File: config.mk
export PLATFORM = sky130hd
export DESIGN_NAME = timer_one_control
export DESIGN_NICKNAME = d
export VERILOG_FILES = /design/src/rtl/timer_one_pkg.sv /design/src/rtl/pin_sync.sv /design/src/rtl/tick_prescaler.sv /design/src/rtl/timer_one_control.sv
export SDC_FILE = /design/constraint.sdc
export NUM_CORES = 1
export LEC_CHECK = 0
export BUFFER_PORTS_ARGS = -buffer_cell sky130_fd_sc_hd__buf_2
export CORE_MARGIN = 5
export CORE_UTILIZATION = 51
export CTS_CLUSTER_DIAMETER = 30
export DETAILED_ROUTE_END_ITERATION = 8
export GPL_ROUTABILITY_DRIVEN = 0
export GPL_TIMING_DRIVEN = 0
export PLACE_DENSITY_LB_ADDON = 0.3
export SLEW_MARGIN = 20
export SYNTH_ARGS = -nofsm -noshare
export SYNTH_HDL_FRONTEND = slang
export SYNTH_HIERARCHICAL = 1
export SYNTH_SLANG_ARGS = --single-unit
File: constraint.sdc
create_clock -name clk_i -period 3.2 [get_ports clk_i]
set_input_delay 0.48 -clock clk_i [delete_from_list [all_inputs] [get_ports clk_i]]
set_output_delay 0.48 -clock clk_i [all_outputs]
set_load 0.02 [all_outputs]
File: src/rtl/timer_one_pkg.sv
// Operation
// - The timer advances only while the run bit is set; clearing it holds the count.
// - With run and gate enable set, counting follows the gate; gate disabled counts freely.
// - The two-bit prescale field divides input ticks by 1, 2, 4 or 8.
// - Low-power oscillator bit acts only when internal oscillator runs without clock output.
// - Source bit picks external rising edges or internal clock; sync bit matters only externally.
package timer_one_pkg;

    // ****************************************************************
    // Register bus geometry
    // ****************************************************************
    localparam int          ADDR_W         = 4;
    localparam int          DATA_W         = 8;
    localparam logic [3:0]  CONTROL_OFFSET = 4'h0;
    localparam logic [3:0]  STATUS_OFFSET  = 4'h1;

    // ****************************************************************
    // Control register fields
    // ****************************************************************
    localparam int          RUN_BIT        = 0;
    localparam int          SOURCE_BIT     = 1;
    localparam int          SYNC_N_BIT     = 2;
    localparam int          LP_OSC_BIT     = 3;
    localparam int          PRESCALE_LSB   = 4;
    localparam int          PRESCALE_W     = 2;
    localparam int          GATE_EN_BIT    = 6;
    localparam int          GATE_INV_BIT   = 7;
    localparam logic [7:0]  CONTROL_RESET  = 8'h00;

    // ****************************************************************
    // Status register fields
    // ****************************************************************
    localparam int          ST_EXT_BIT     = 0;
    localparam int          ST_GATE_BIT    = 1;
    localparam int          ST_ENABLE_BIT  = 2;
    localparam int          ST_LP_BIT      = 3;
    localparam int          ST_PRE_LSB     = 4;
    localparam int          PRE_CNT_W      = 3;

    // ****************************************************************
    // Timing
    // ****************************************************************
    localparam int          INT_CLK_DIV    = 4;
    localparam int          SYNC_STAGES    = 3;

    typedef enum logic [1:0] {
        DIV1 = 2'b00,
        DIV2 = 2'b01,
        DIV4 = 2'b10,
        DIV8 = 2'b11
    } prescale_t;

endpackage

File: src/rtl/pin_sync.sv
`timescale 1ns/1ps
// Three-stage synchroniser; the first stage is seen only by the second.
module pin_sync (
    input  wire logic clk_i,
    input  wire logic reset_i,
    input  wire logic ce_i,
    input  wire logic pin_i,
    output logic      mid_o,
    output logic      last_o
);
    logic first_reg;

    // Shift the pin through three flops so metastability settles twice.
    always_ff @(posedge clk_i) begin
        if (reset_i) begin
            first_reg <= 1'b0;
            mid_o     <= 1'b0;
            last_o    <= 1'b0;
        end else if (ce_i) begin
            first_reg <= pin_i;
            mid_o     <= first_reg;
            last_o    <= mid_o;
        end
    end
endmodule

File: src/rtl/tick_prescaler.sv
`timescale 1ns/1ps
// Divides a stream of input ticks by 1, 2, 4 or 8.
module tick_prescaler
    import timer_one_pkg::*;
#(
    parameter int CNT_W = 3
) (
    input  wire logic                  clk_i,
    input  wire logic                  reset_i,
    input  wire logic                  ce_i,
    input  wire logic                  clear_i,
    input  wire logic                  tick_i,
    input  wire timer_one_pkg::prescale_t select_i,
    output logic                       tick_o,
    output logic [CNT_W-1:0]           count_o
);
    logic [CNT_W-1:0] limit;

    // Terminal count is one less than the ratio.
    always_comb begin
        unique case (select_i)
            DIV1: limit = CNT_W'(0);
            DIV2: limit = CNT_W'(1);
            DIV4: limit = CNT_W'(3);
            DIV8: limit = CNT_W'(7);
        endcase
    end

    // A register write restarts the division so a new ratio starts clean.
    always_ff @(posedge clk_i) begin
        if (reset_i) begin
            count_o <= '0;
            tick_o  <= 1'b0;
        end else if (ce_i) begin
            tick_o <= 1'b0;
            if (clear_i) begin
                count_o <= '0;
            end else if (tick_i) begin
                if (count_o >= limit) begin
                    count_o <= '0;
                    tick_o  <= 1'b1;
                end else begin
                    count_o <= count_o + CNT_W'(1);
                end
            end
        end
    end
endmodule

File: src/rtl/timer_one_control.sv
// Strobed register access and the placing of the registers are this design's own decisions.
`timescale 1ns/1ps
module timer_one_control (
    input  wire logic                          clk_i,
    input  wire logic                          reset_i,
    input  wire logic                          ce_i,
    input  wire logic [timer_one_pkg::ADDR_W-1:0] addr_i,
    input  wire logic [timer_one_pkg::DATA_W-1:0] wdata_i,
    input  wire logic                          write_i,
    input  wire logic                          read_i,
    output logic [timer_one_pkg::DATA_W-1:0]   rdata_o,
    input  wire logic                          ext_clock_pin_i,
    input  wire logic                          gate_input_pin_i,
    input  wire logic                          second_comparator_output_i,
    input  wire logic                          gate_source_select_i,
    input  wire logic                          internal_oscillator_no_clock_output_pin_i,
    output logic                               low_power_osc_on_o,
    output logic                               count_tick_o
);
    import timer_one_pkg::*;

    // ****************************************************************
    // Declarations
    // ****************************************************************
    localparam int DIV_W = $clog2(INT_CLK_DIV);

    logic [DATA_W-1:0]    control_reg;
    logic [DIV_W-1:0]     int_div_reg;
    logic                 ext_level_reg;
    logic                 gate_level_reg;
    logic                 comp_level_reg;
    logic                 pending_reg;
    logic                 ext_mid;
    logic                 ext_last;
    logic                 gate_mid;
    logic                 gate_last;
    logic                 comp_mid;
    logic                 comp_last;
    logic                 control_write;
    logic                 int_tick;
    logic                 ext_edge;
    logic                 ext_tick;
    logic                 src_tick;
    logic                 gate_raw;
    logic                 gate_allow;
    logic                 count_enable;
    logic                 prescale_in;
    logic [PRE_CNT_W-1:0] pre_count;
    prescale_t            prescale_sel;

    logic run;
    logic source_ext;
    logic sync_n;
    logic gate_en;
    logic gate_inv;

    assign run          = control_reg[RUN_BIT];
    assign source_ext   = control_reg[SOURCE_BIT];
    assign sync_n       = control_reg[SYNC_N_BIT];
    assign gate_en      = control_reg[GATE_EN_BIT];
    assign gate_inv     = control_reg[GATE_INV_BIT];
    assign prescale_sel = prescale_t'(control_reg[PRESCALE_LSB +: PRESCALE_W]);

    // ****************************************************************
    // Register port
    // ****************************************************************

    // Only the control register is writable; status writes are dropped.
    assign control_write = write_i && (addr_i == CONTROL_OFFSET);

    // Control register, all bits cleared at reset.
    always_ff @(posedge clk_i) begin
        if (reset_i) begin
            control_reg <= CONTROL_RESET;
        end else if (ce_i && control_write) begin
            control_reg <= wdata_i;
        end
    end

    // Read data appear in the cycle after the strobe and only there.
    always_ff @(posedge clk_i) begin
        if (reset_i) begin
            rdata_o <= '0;
        end else if (ce_i) begin
            rdata_o <= '0;
            if (read_i) begin
                unique case (addr_i)
                    CONTROL_OFFSET: rdata_o <= control_reg;
                    STATUS_OFFSET: begin
                        rdata_o[ST_EXT_BIT]                  <= ext_level_reg;
                        rdata_o[ST_GATE_BIT]                 <= gate_raw;
                        rdata_o[ST_ENABLE_BIT]               <= count_enable;
                        rdata_o[ST_LP_BIT]                   <= low_power_osc_on_o;
                        rdata_o[ST_PRE_LSB +: PRE_CNT_W]     <= pre_count;
                    end
                    default: rdata_o <= '0; // Unmapped offsets read as zero.
                endcase
            end
        end
    end

    // ****************************************************************
    // Pin synchronisers
    // ****************************************************************
    pin_sync ext_sync (
        .clk_i   (clk_i),
        .reset_i (reset_i),
        .ce_i    (ce_i),
        .pin_i   (ext_clock_pin_i),
        .mid_o   (ext_mid),
        .last_o  (ext_last)
    );

    pin_sync gate_sync (
        .clk_i   (clk_i),
        .reset_i (reset_i),
        .ce_i    (ce_i),
        .pin_i   (gate_input_pin_i),
        .mid_o   (gate_mid),
        .last_o  (gate_last)
    );

    pin_sync comp_sync (
        .clk_i   (clk_i),
        .reset_i (reset_i),
        .ce_i    (ce_i),
        .pin_i   (second_comparator_output_i),
        .mid_o   (comp_mid),
        .last_o  (comp_last)
    );

    // A level is accepted only once two later stages agree, filtering glitches.
    always_ff @(posedge clk_i) begin
        if (reset_i) begin
            ext_level_reg  <= 1'b0;
            gate_level_reg <= 1'b0;
            comp_level_reg <= 1'b0;
        end else if (ce_i) begin
            if (ext_mid == ext_last) begin
                ext_level_reg <= ext_last;
            end
            if (gate_mid == gate_last) begin
                gate_level_reg <= gate_last;
            end
            if (comp_mid == comp_last) begin
                comp_level_reg <= comp_last;
            end
        end
    end

    // ****************************************************************
    // Clock sources
    // ****************************************************************

    // The internal timer clock is the instruction rate, a fixed fraction of clk_i.
    always_ff @(posedge clk_i) begin
        if (reset_i) begin
            int_div_reg <= '0;
        end else if (ce_i) begin
            if (int_div_reg == DIV_W'(INT_CLK_DIV - 1)) begin
                int_div_reg <= '0;
            end else begin
                int_div_reg <= int_div_reg + DIV_W'(1);
            end
        end
    end

    assign int_tick = (int_div_reg == DIV_W'(INT_CLK_DIV - 1));

    // Rising edge of the filtered external level.
    assign ext_edge = ext_last && (ext_mid == ext_last) && !ext_level_reg;

    // In synchronised mode an edge waits for the next internal tick; a new edge
    // in the consuming cycle is merged rather than lost.
    always_ff @(posedge clk_i) begin
        if (reset_i) begin
            pending_reg <= 1'b0;
        end else if (ce_i) begin
            if (ext_edge && !int_tick) begin
                pending_reg <= 1'b1;
            end else if (int_tick) begin
                pending_reg <= 1'b0;
            end
        end
    end

    // Unsynchronised mode passes each edge at once; it cannot line up with
    // the internal clock, which is why compare users prefer the other mode.
    assign ext_tick = sync_n ? ext_edge : (int_tick && (pending_reg || ext_edge));
    assign src_tick = source_ext ? ext_tick : int_tick;

    // ****************************************************************
    // Gate and run control
    // ****************************************************************
    assign gate_raw     = gate_source_select_i ? comp_level_reg : gate_level_reg;
    assign gate_allow   = gate_inv ? gate_raw : !gate_raw;
    assign count_enable = run && (!gate_en || gate_allow);
    assign prescale_in  = src_tick && count_enable;

    tick_prescaler #(
        .CNT_W (PRE_CNT_W)
    ) prescaler (
        .clk_i    (clk_i),
        .reset_i  (reset_i),
        .ce_i     (ce_i),
        .clear_i  (control_write),
        .tick_i   (prescale_in),
        .select_i (prescale_sel),
        .tick_o   (count_tick_o),
        .count_o  (pre_count)
    );

    // ****************************************************************
    // Low-power oscillator
    // ****************************************************************

    // The enable bit only takes effect in the matching oscillator setup.
    always_ff @(posedge clk_i) begin
        if (reset_i) begin
            low_power_osc_on_o <= 1'b0;
        end else if (ce_i) begin
            low_power_osc_on_o <= control_reg[LP_OSC_BIT] && internal_oscillator_no_clock_output_pin_i;
        end
    end

    // ****************************************************************
    // Checks
    // ****************************************************************
    stop_holds_a: assert property (
        @(posedge clk_i) disable iff (reset_i)
        (ce_i && !run) |=> !count_tick_o
    ) else $error("Timer ticked while stopped.");

    // Watched at the output, so a wrong enable term cannot hide behind itself.
    free_count_a: assert property (
        @(posedge clk_i) disable iff (reset_i)
        (ce_i && run && !gate_en && !source_ext && int_tick && prescale_sel == DIV1
            && !control_write) |=> count_tick_o
    ) else $error("Ungated running timer dropped a tick.");

    gate_block_a: assert property (
        @(posedge clk_i) disable iff (reset_i)
        (ce_i && gate_en && !gate_allow) |=> !count_tick_o
    ) else $error("Timer ticked while gate closed.");

    gate_polarity_a: assert property (
        @(posedge clk_i) disable iff (reset_i)
        (ce_i && gate_en && (gate_inv != gate_raw)) |=> !count_tick_o
    ) else $error("Gate polarity not honoured.");

    div_one_a: assert property (
        @(posedge clk_i) disable iff (reset_i)
        (ce_i && prescale_sel == DIV1 && prescale_in && !control_write) |=> count_tick_o
    ) else $error("Divide by one missed a tick.");

    div_eight_a: assert property (
        @(posedge clk_i) disable iff (reset_i)
        (ce_i && $rose(count_tick_o) && prescale_sel == DIV8 && !$past(control_write))
            |-> ($past(pre_count) == 3'h7)
    ) else $error("Divide by eight ticked early.");

    lp_osc_a: assert property (
        @(posedge clk_i) disable iff (reset_i)
        (ce_i && !internal_oscillator_no_clock_output_pin_i) |=> !low_power_osc_on_o
    ) else $error("Low-power oscillator enabled in wrong configuration.");

    int_source_a: assert property (
        @(posedge clk_i) disable iff (reset_i)
        (ce_i && !source_ext && !int_tick) |=> !count_tick_o
    ) else $error("Internal source not used.");

    ext_synced_a: assert property (
        @(posedge clk_i) disable iff (reset_i)
        (ce_i && source_ext && !sync_n && !int_tick) |=> !count_tick_o
    ) else $error("Synchronised external tick off the internal clock.");

    // A stopped timer holds its prescale count still; the control write that restarts it clears the count.
    count_hold_a: assert property (
        @(posedge clk_i) disable iff (reset_i)
        (ce_i && !run && !control_write) |=> $stable(pre_count)
    ) else $error("Prescale count moved while stopped.");

    // A synchronised edge between internal ticks must wait, not vanish.
    edge_held_a: assert property (
        @(posedge clk_i) disable iff (reset_i)
        (ce_i && ext_edge && !int_tick) |=> pending_reg
    ) else $error("External edge lost before the internal tick.");

    // Unsynchronised edges skip the wait for the internal tick.
    unsync_pass_a: assert property (
        @(posedge clk_i) disable iff (reset_i)
        (ce_i && source_ext && sync_n && ext_edge && count_enable && prescale_sel == DIV1
            && !control_write) |=> count_tick_o
    ) else $error("Unsynchronised external edge not passed on.");

    // Every second enabled source tick reaches the counter.
    div_two_a: assert property (
        @(posedge clk_i) disable iff (reset_i)
        (ce_i && $rose(count_tick_o) && prescale_sel == DIV2 && !$past(control_write))
            |-> ($past(pre_count) == 3'h1)
    ) else $error("Divide by two ticked early.");

    // In the matching oscillator setup the output follows the enable bit.
    lp_follow_a: assert property (
        @(posedge clk_i) disable iff (reset_i)
        (ce_i && internal_oscillator_no_clock_output_pin_i)
            |=> (low_power_osc_on_o == $past(control_reg[LP_OSC_BIT]))
    ) else $error("Low-power oscillator ignored its enable bit.");

endmodule

* Yosys cells after proc, flatten, opt, wreduce, memory -nomap -nowiden *
Index checks and enable logic that the tools add are counted.

word-level totals
  flip-flop bits (word level) = 36
  input port bits = 22
  output and inout port bits = 10
  logic and storage cells = 71

operators by class
  add/sub/neg operators = 2
  $lt $le $gt $ge = 1
  equal/unequal tests = 8
  muxes and demuxes = 17
  reductions and logical operators = 24

operator list
  cell                   count
  $pmux W7 S2            1
  $pmux W3 S4            1
  $mux W1                10
  $reduce_and A2 Y1      5
  $logic_and A1 B1 Y1    9
  $mux W3                3
  $mux W8                1
  $eq A2 B2 Y1 const B   3
  $eq A4 B1 Y1 const B   1
  $logic_not A1 Y1       4
  $logic_not A4 Y1       1
  $reduce_bool A2 Y1     2
  $add A3 B1 Y3 const B  1
  $eq A1 B1 Y1           3
  $ge A3 B3 Y1           1
  $add A2 B1 Y2 const B  1
  $eq A2 B1 Y1 const B   1
  $logic_not A2 Y1       1
  $logic_or A1 B1 Y1     2
  $mux W2                1

* Logic depth before layout (Yosys ltp) *
  depth after elaboration = 10
  gate-level depth with buffers = 9
  mapped depth without buffers = 9

* Cells and area by module *
Netlist, hierarchy kept.

by module, submodules not included
  module             instances  cells an instance  area each (um^2)
  timer_one_control  1          109                1024.7
  pin_sync           3          9                  101.3
  tick_prescaler     1          32                 270.3

* Least setup slack after synthesis *
No wires, ideal clock.

  path kind = input-to-reg
  start point = in gate_source_select_i
  end point = reg prescaler.count_o[2]
  library setup time = 0.066 ns
  arrival = 1.859 ns
  data required time = 3.134 ns
  setup slack = 1.275 ns
  stages = 8
  buffers on the path = 0
  cell sequence = mux2i_1 > mux2_2 > nand2_1 > nor2_1 > o21ai_2 > or3b_1 > a211o_1 > a21oi_2

between the ends
  word-level cells in the longest chain between the ends = 8

ends and longest elaborated chain
  element                                RTL line                  source
  start, declared                        timer_one_control.sv:15   input wire logic gate_source_select_i,
  $mux W1 *                              timer_one_control.sv:195  assign gate_raw = gate_source_select_i ? comp_level_reg : gate_level_reg;
  $logic_not A1 Y1                       timer_one_control.sv:196  assign gate_allow = gate_inv ? gate_raw : !gate_raw;
  $mux W1 *                              timer_one_control.sv:196
  $logic_or A1 B1 Y1 *                   timer_one_control.sv:197  assign count_enable = run && (!gate_en || gate_allow);
  $logic_and A1 B1 Y1 *                  timer_one_control.sv:197
  $logic_and A1 B1 Y1 *                  timer_one_control.sv:198  assign prescale_in = src_tick && count_enable;
  via prescale_in                        timer_one_control.sv:47   logic prescale_in;
  $reduce_bool A2 Y1 (no source line) *  --
  $reduce_and A2 Y1 (no source line) *   --
  end signal, assigned                   tick_prescaler.sv:43      count_o <= count_o + CNT_W'(1);
  end, declared                          tick_prescaler.sv:15      output logic [CNT_W-1:0] count_o

The timed path passes the listed nets; every way through them passes the cells marked *.
A chain may end at the register's enable or synchronous reset.

* Worst setup path after layout *
  start point = reg int_div_reg[0]
  end point = reg prescaler.count_o[2]

between the ends
  word-level cells in the longest chain between the ends = 7

ends and longest elaborated chain
  element                                RTL line                  source
  start, declared                        timer_one_control.sv:28   logic [DIV_W-1:0] int_div_reg;
  start signal, assigned                 timer_one_control.sv:163  int_div_reg <= int_div_reg + DIV_W'(1);
  $eq A2 B2 Y1 *                         timer_one_control.sv:168  assign int_tick = (int_div_reg == DIV_W'(INT_CLK_DIV - 1));
  $logic_and A1 B1 Y1                    timer_one_control.sv:189  assign ext_tick = sync_n ? ext_edge : (int_tick && (pending_reg || ext_edge));
  $mux W1                                timer_one_control.sv:189
  $mux W1 *                              timer_one_control.sv:190  assign src_tick = source_ext ? ext_tick : int_tick;
  $logic_and A1 B1 Y1 *                  timer_one_control.sv:198
  via prescale_in                        timer_one_control.sv:47
  $reduce_bool A2 Y1 (no source line) *  --
  $reduce_and A2 Y1 (no source line) *   --

Marks and branches as above.

==> flow_summary_export.csv <==
group,metric,value,unit
worst_setup_path,path_common_cell,"a21oi_1",
synthesis,synth_compound_area_frac,0.1291,
finish,fillers,260,
worst_setup_path,r2r_slack,1140,ps
power_and_ir_drop,p_leak,0.8699,nW
synthesis,synthSimpleGateAreaFrac,0.1800,
detailed_routing,vias,1323,
power_and_ir_drop,p_per_area,412.6,nW/um^2
worst_setup_path,path_class,"reg2reg",
clock_network,numClockSinks,36,
sta,setup_violations,0,
synthesis,ys_ff_latch,36,
finish,layout-drive-gt1-share,0.2524,
clock_network,cts-buffers-inserted,5,
job,cap_violations,0,
place,pre_cts_ws,924.5,ps
clock_network,clockBufferDepth,2,
sta,finalSetupTns,0,ps
grt,grt_usage,0.1786,
clock_network,cts_root_buf,"clkbuf_4",
die,die_area,4355,um^2
die,rows,20,
detailed_routing,drt-initial-drc-count,64,
finish,register_area,720.7,um^2
detailed_routing,viasPerCell,5.292,
power_and_ir_drop,finalPower,0.0007686,W
grt,use_met2,0.2954,
detailed_routing,drc,0,
synthesis,synth.largest_area_cell,"dfxtp_1",
sta,worstMarginPinSlew,502.9,ps
worst_setup_path,critical_path.max_stage_delay,400,ps
finish,diodes,0,
worst_setup_path,cpMaxStageDelayCell,"or3b_1",
sta,final-max-slew-violation-count,0,
worst_setup_path,r2r-end,"prescaler/count_o[2]",
die,core-area,3028,um^2
detailed_routing,drt_wl_total,3.473,mm
clock_network,path_clk_slew,100,ps
synthesis,synth_top_family_by_area,"simple AND/OR/NAND/NOR gates",
grt,grt_use_met3,0.05952,
worst_setup_path,cp_max_fo,4,
detailed_routing,first_pass_iters,4,
grt,grt_pass1_vias,1256,
synthesis,yosys-top-cells-area,"dfxtp_1 (45%), mux2i_1 (12%), nor2_1 (6.6%), ha_1 (4.7%), mux2_2 (4.2%)",
worst_setup_path,crit_path_end_kind,"flip-flop",
die,num_io_pins,32,
clock_network,worstSkewPairLatency,350,ps
die,die_h,66.00,um
power_and_ir_drop,ir_drop,0.2626,mV
die,initial_utilization,0.5281,
place,io_buffers,30,
sta,rsz0062_at_grt,"false",
clock_network,cts_tree,"done",
detailed_routing,drtAntennaViolNets,0,
die,die_w,66.00,um
grt,antenna_found_initial,0,
hold_path,min_from,"wdata_i[6]",
hold_path,worstHoldPathType,"in2reg",
synthesis,synth_top_area_share,0.4507,
place,dp.final_hpwl,2.597,mm
place,place_area,1804,um^2
grt,grtUsageMet1,0.2164,
finish,postLayoutCellArea,1863,um^2
synthesis,synth_area,1599,um^2
synthesis,synthCells,168,
synthesis,syn-mean-instance-area,9.518,um^2
synthesis,synthesis.nets,196,
status,status,"finished clean",
worst_setup_path,critPathRequiredTime,3490,ps
synthesis,synth_xor_area_frac,0,
sta,hold_violations,0,
sta,clock_skew,4.189,ps
grt,grt_pass1_wl,5.796,mm
synthesis,yosys.area_share.adder,0.04695,
sta,fin_crit_sh,0.6425,
clock_network,cts_setup_buffers,0,
worst_setup_path,r2r-start,"int_div_reg[0]",
grt,top_usage_layer,"met2",
worst_setup_path,crit_chain,"ha_1, a21oi_1, nor3b_1, a21oi_1, nor2_1, o21ai_2, or3b_1, a211o_1, a21oi_2",
worst_setup_path,cp.arrival,2350,ps
clock_network,ctsHoldBuffers,0,
worst_setup_path,crit_path_start_kind,"flip-flop",
sta,fmax,486.4,MHz
grt,grt-ovfl-total,0,
finish,multi_input_area,827.0,um^2
synthesis,yosys_warnings,6,
grt,grt_max_degree,19,
sta,fin_ws,1144,ps
hold_path,hold_end,"control_reg[6]",
synthesis,ys_seq_area_frac,0.4507,
worst_setup_path,rr_worst_depth,9,
hold_path,whs_path_depth,3,
sta,relSlewSlack,0.6648,
sta,min_period,2056,ps
clock_network,cts_max_level,2,
finish,final_nets,233,
synthesis,synth.distinct_cells,34,
finish,synthToLayoutAreaGrowth,16.51,%
clock_network,post_cts_resized,0,
detailed_routing,post_drt_wl_per_cell,13.89,um
synthesis,muxShareOfSynthArea,0.1612,
## worst max-delay path by stage
stage | startpoint | endpoint | slack (ps) | cells after the start
global route | int_div_reg[0] | prescaler/count_o[2] | 980 | 9
CTS | int_div_reg[0] | prescaler/count_o[2] | 1150 | 9
detailed placement | gate_source_select_i | prescaler/count_o[2] | 920 | 9
global placement | gate_source_select_i | prescaler/count_o[2] | 970 | 9
finish | int_div_reg[0] | prescaler/count_o[2] | 1140 | 9
floorplan | gate_source_select_i | prescaler/count_o[2] | 1270 | 8
## layer usage
metal	part of all wire	wire (um)
met5	0	0
met4	0.014	49
met3	0.062	217
met2	0.47	1647
met1	0.45	1559
## power by group
part	switching, W	total [W]	leakage (nW)	internal (W)
Combinational	0.0000321	0.0000564	0.546	0.0000243
Sequential	0.00000460	0.000459	0.291	0.000455
Clock	0.000144	0.000253	0.0326	0.000108
## stage by stage
stage | hold WS (ps) | std cells | utilization
3_3_place_gp | 440.2 | 242 | 0.5959
4_1_cts | 358.0 | 250 | 0.6153
3_5_place_dp | 450.8 | 242 | 0.5959
2_1_floorplan | 425.1 | 168 | -
6_report | 365.0 | 250 | 0.6153
5_1_grt | 379.2 | 250 | 0.6153
## synthesized netlist by cell type
| master | number |
|---|---|
| a211o_1 | 1 |
| a21o_1 | 2 |
| a21oi_1 | 12 |
| a21oi_2 | 1 |
| a221oi_1 | 1 |
| a22oi_1 | 5 |
| a2bb2oi_1 | 1 |
| a32oi_1 | 2 |
| and3_1 | 2 |
| and3b_2 | 1 |
| buf_2 | 2 |
| buf_4 | 2 |
| clkbuf_1 | 2 |
| dfxtp_1 | 36 |
| ha_1 | 6 |
| inv_1 | 5 |
| mux2_2 | 6 |
| mux2i_1 | 19 |
| nand2_1 | 12 |
| nand2b_1 | 2 |
| nand3_1 | 1 |
| nand3b_1 | 3 |
| nand4_1 | 1 |
| nand4_2 | 1 |
| nor2_1 | 28 |
| nor2b_1 | 2 |
| nor3_1 | 1 |
| nor3_4 | 1 |
| nor3b_1 | 1 |
| o211ai_1 | 1 |
| o21ai_0 | 5 |
| o21ai_2 | 1 |
| or2_2 | 1 |
| or3b_1 | 1 |
## layout by cell type (no fill, tap or decap), types with 2 or more instances in the layout
master     n
mux2i_1   19
buf_4      2
nand2_1   12
inv_1      5
dfxtp_1   36
clkbuf_1   4
a21o_1     2
clkbuf_4   5
o21ai_0    5
mux2_2     6
nand2b_1   2
a22oi_1    5
nor2b_1    2
a21oi_1   12
nor2_1    28
a32oi_1    2
ha_1       6
and3_1     2
nand3b_1   3
buf_2     32
## cell type report
type,instances,share of cell area
timing repair buffer,30,0.08059
tap,44,0.02955
sequential,36,0.3868
multi-input combinational,121,0.4439
buffer,6,0.01746
inverter,5,0.01007
clock buffer,8,0.03156
## logic make-up (layout without fill, tap and decap cells)
kind of cell / Yosys count / count (layout)
AND/OR/NAND/NOR: 58 / 58
flip-flops: 36 / 36
AO/OA/AOI/OAI: 32 / 32
multiplexers: 25 / 25
buffers and inverters: 11 / 49
adder cells (fa/ha/maj): 6 / 6
## critical path: cells and delay by family, from the launching register on
family	cells	cell delay, ps
AO/OA/AOI/OAI	5	630
adder cells (fa/ha/maj)	1	230
flip-flops	1	360
AND/OR/NAND/NOR	3	780
No activity file was read; power rests on OpenSTA's default activity.
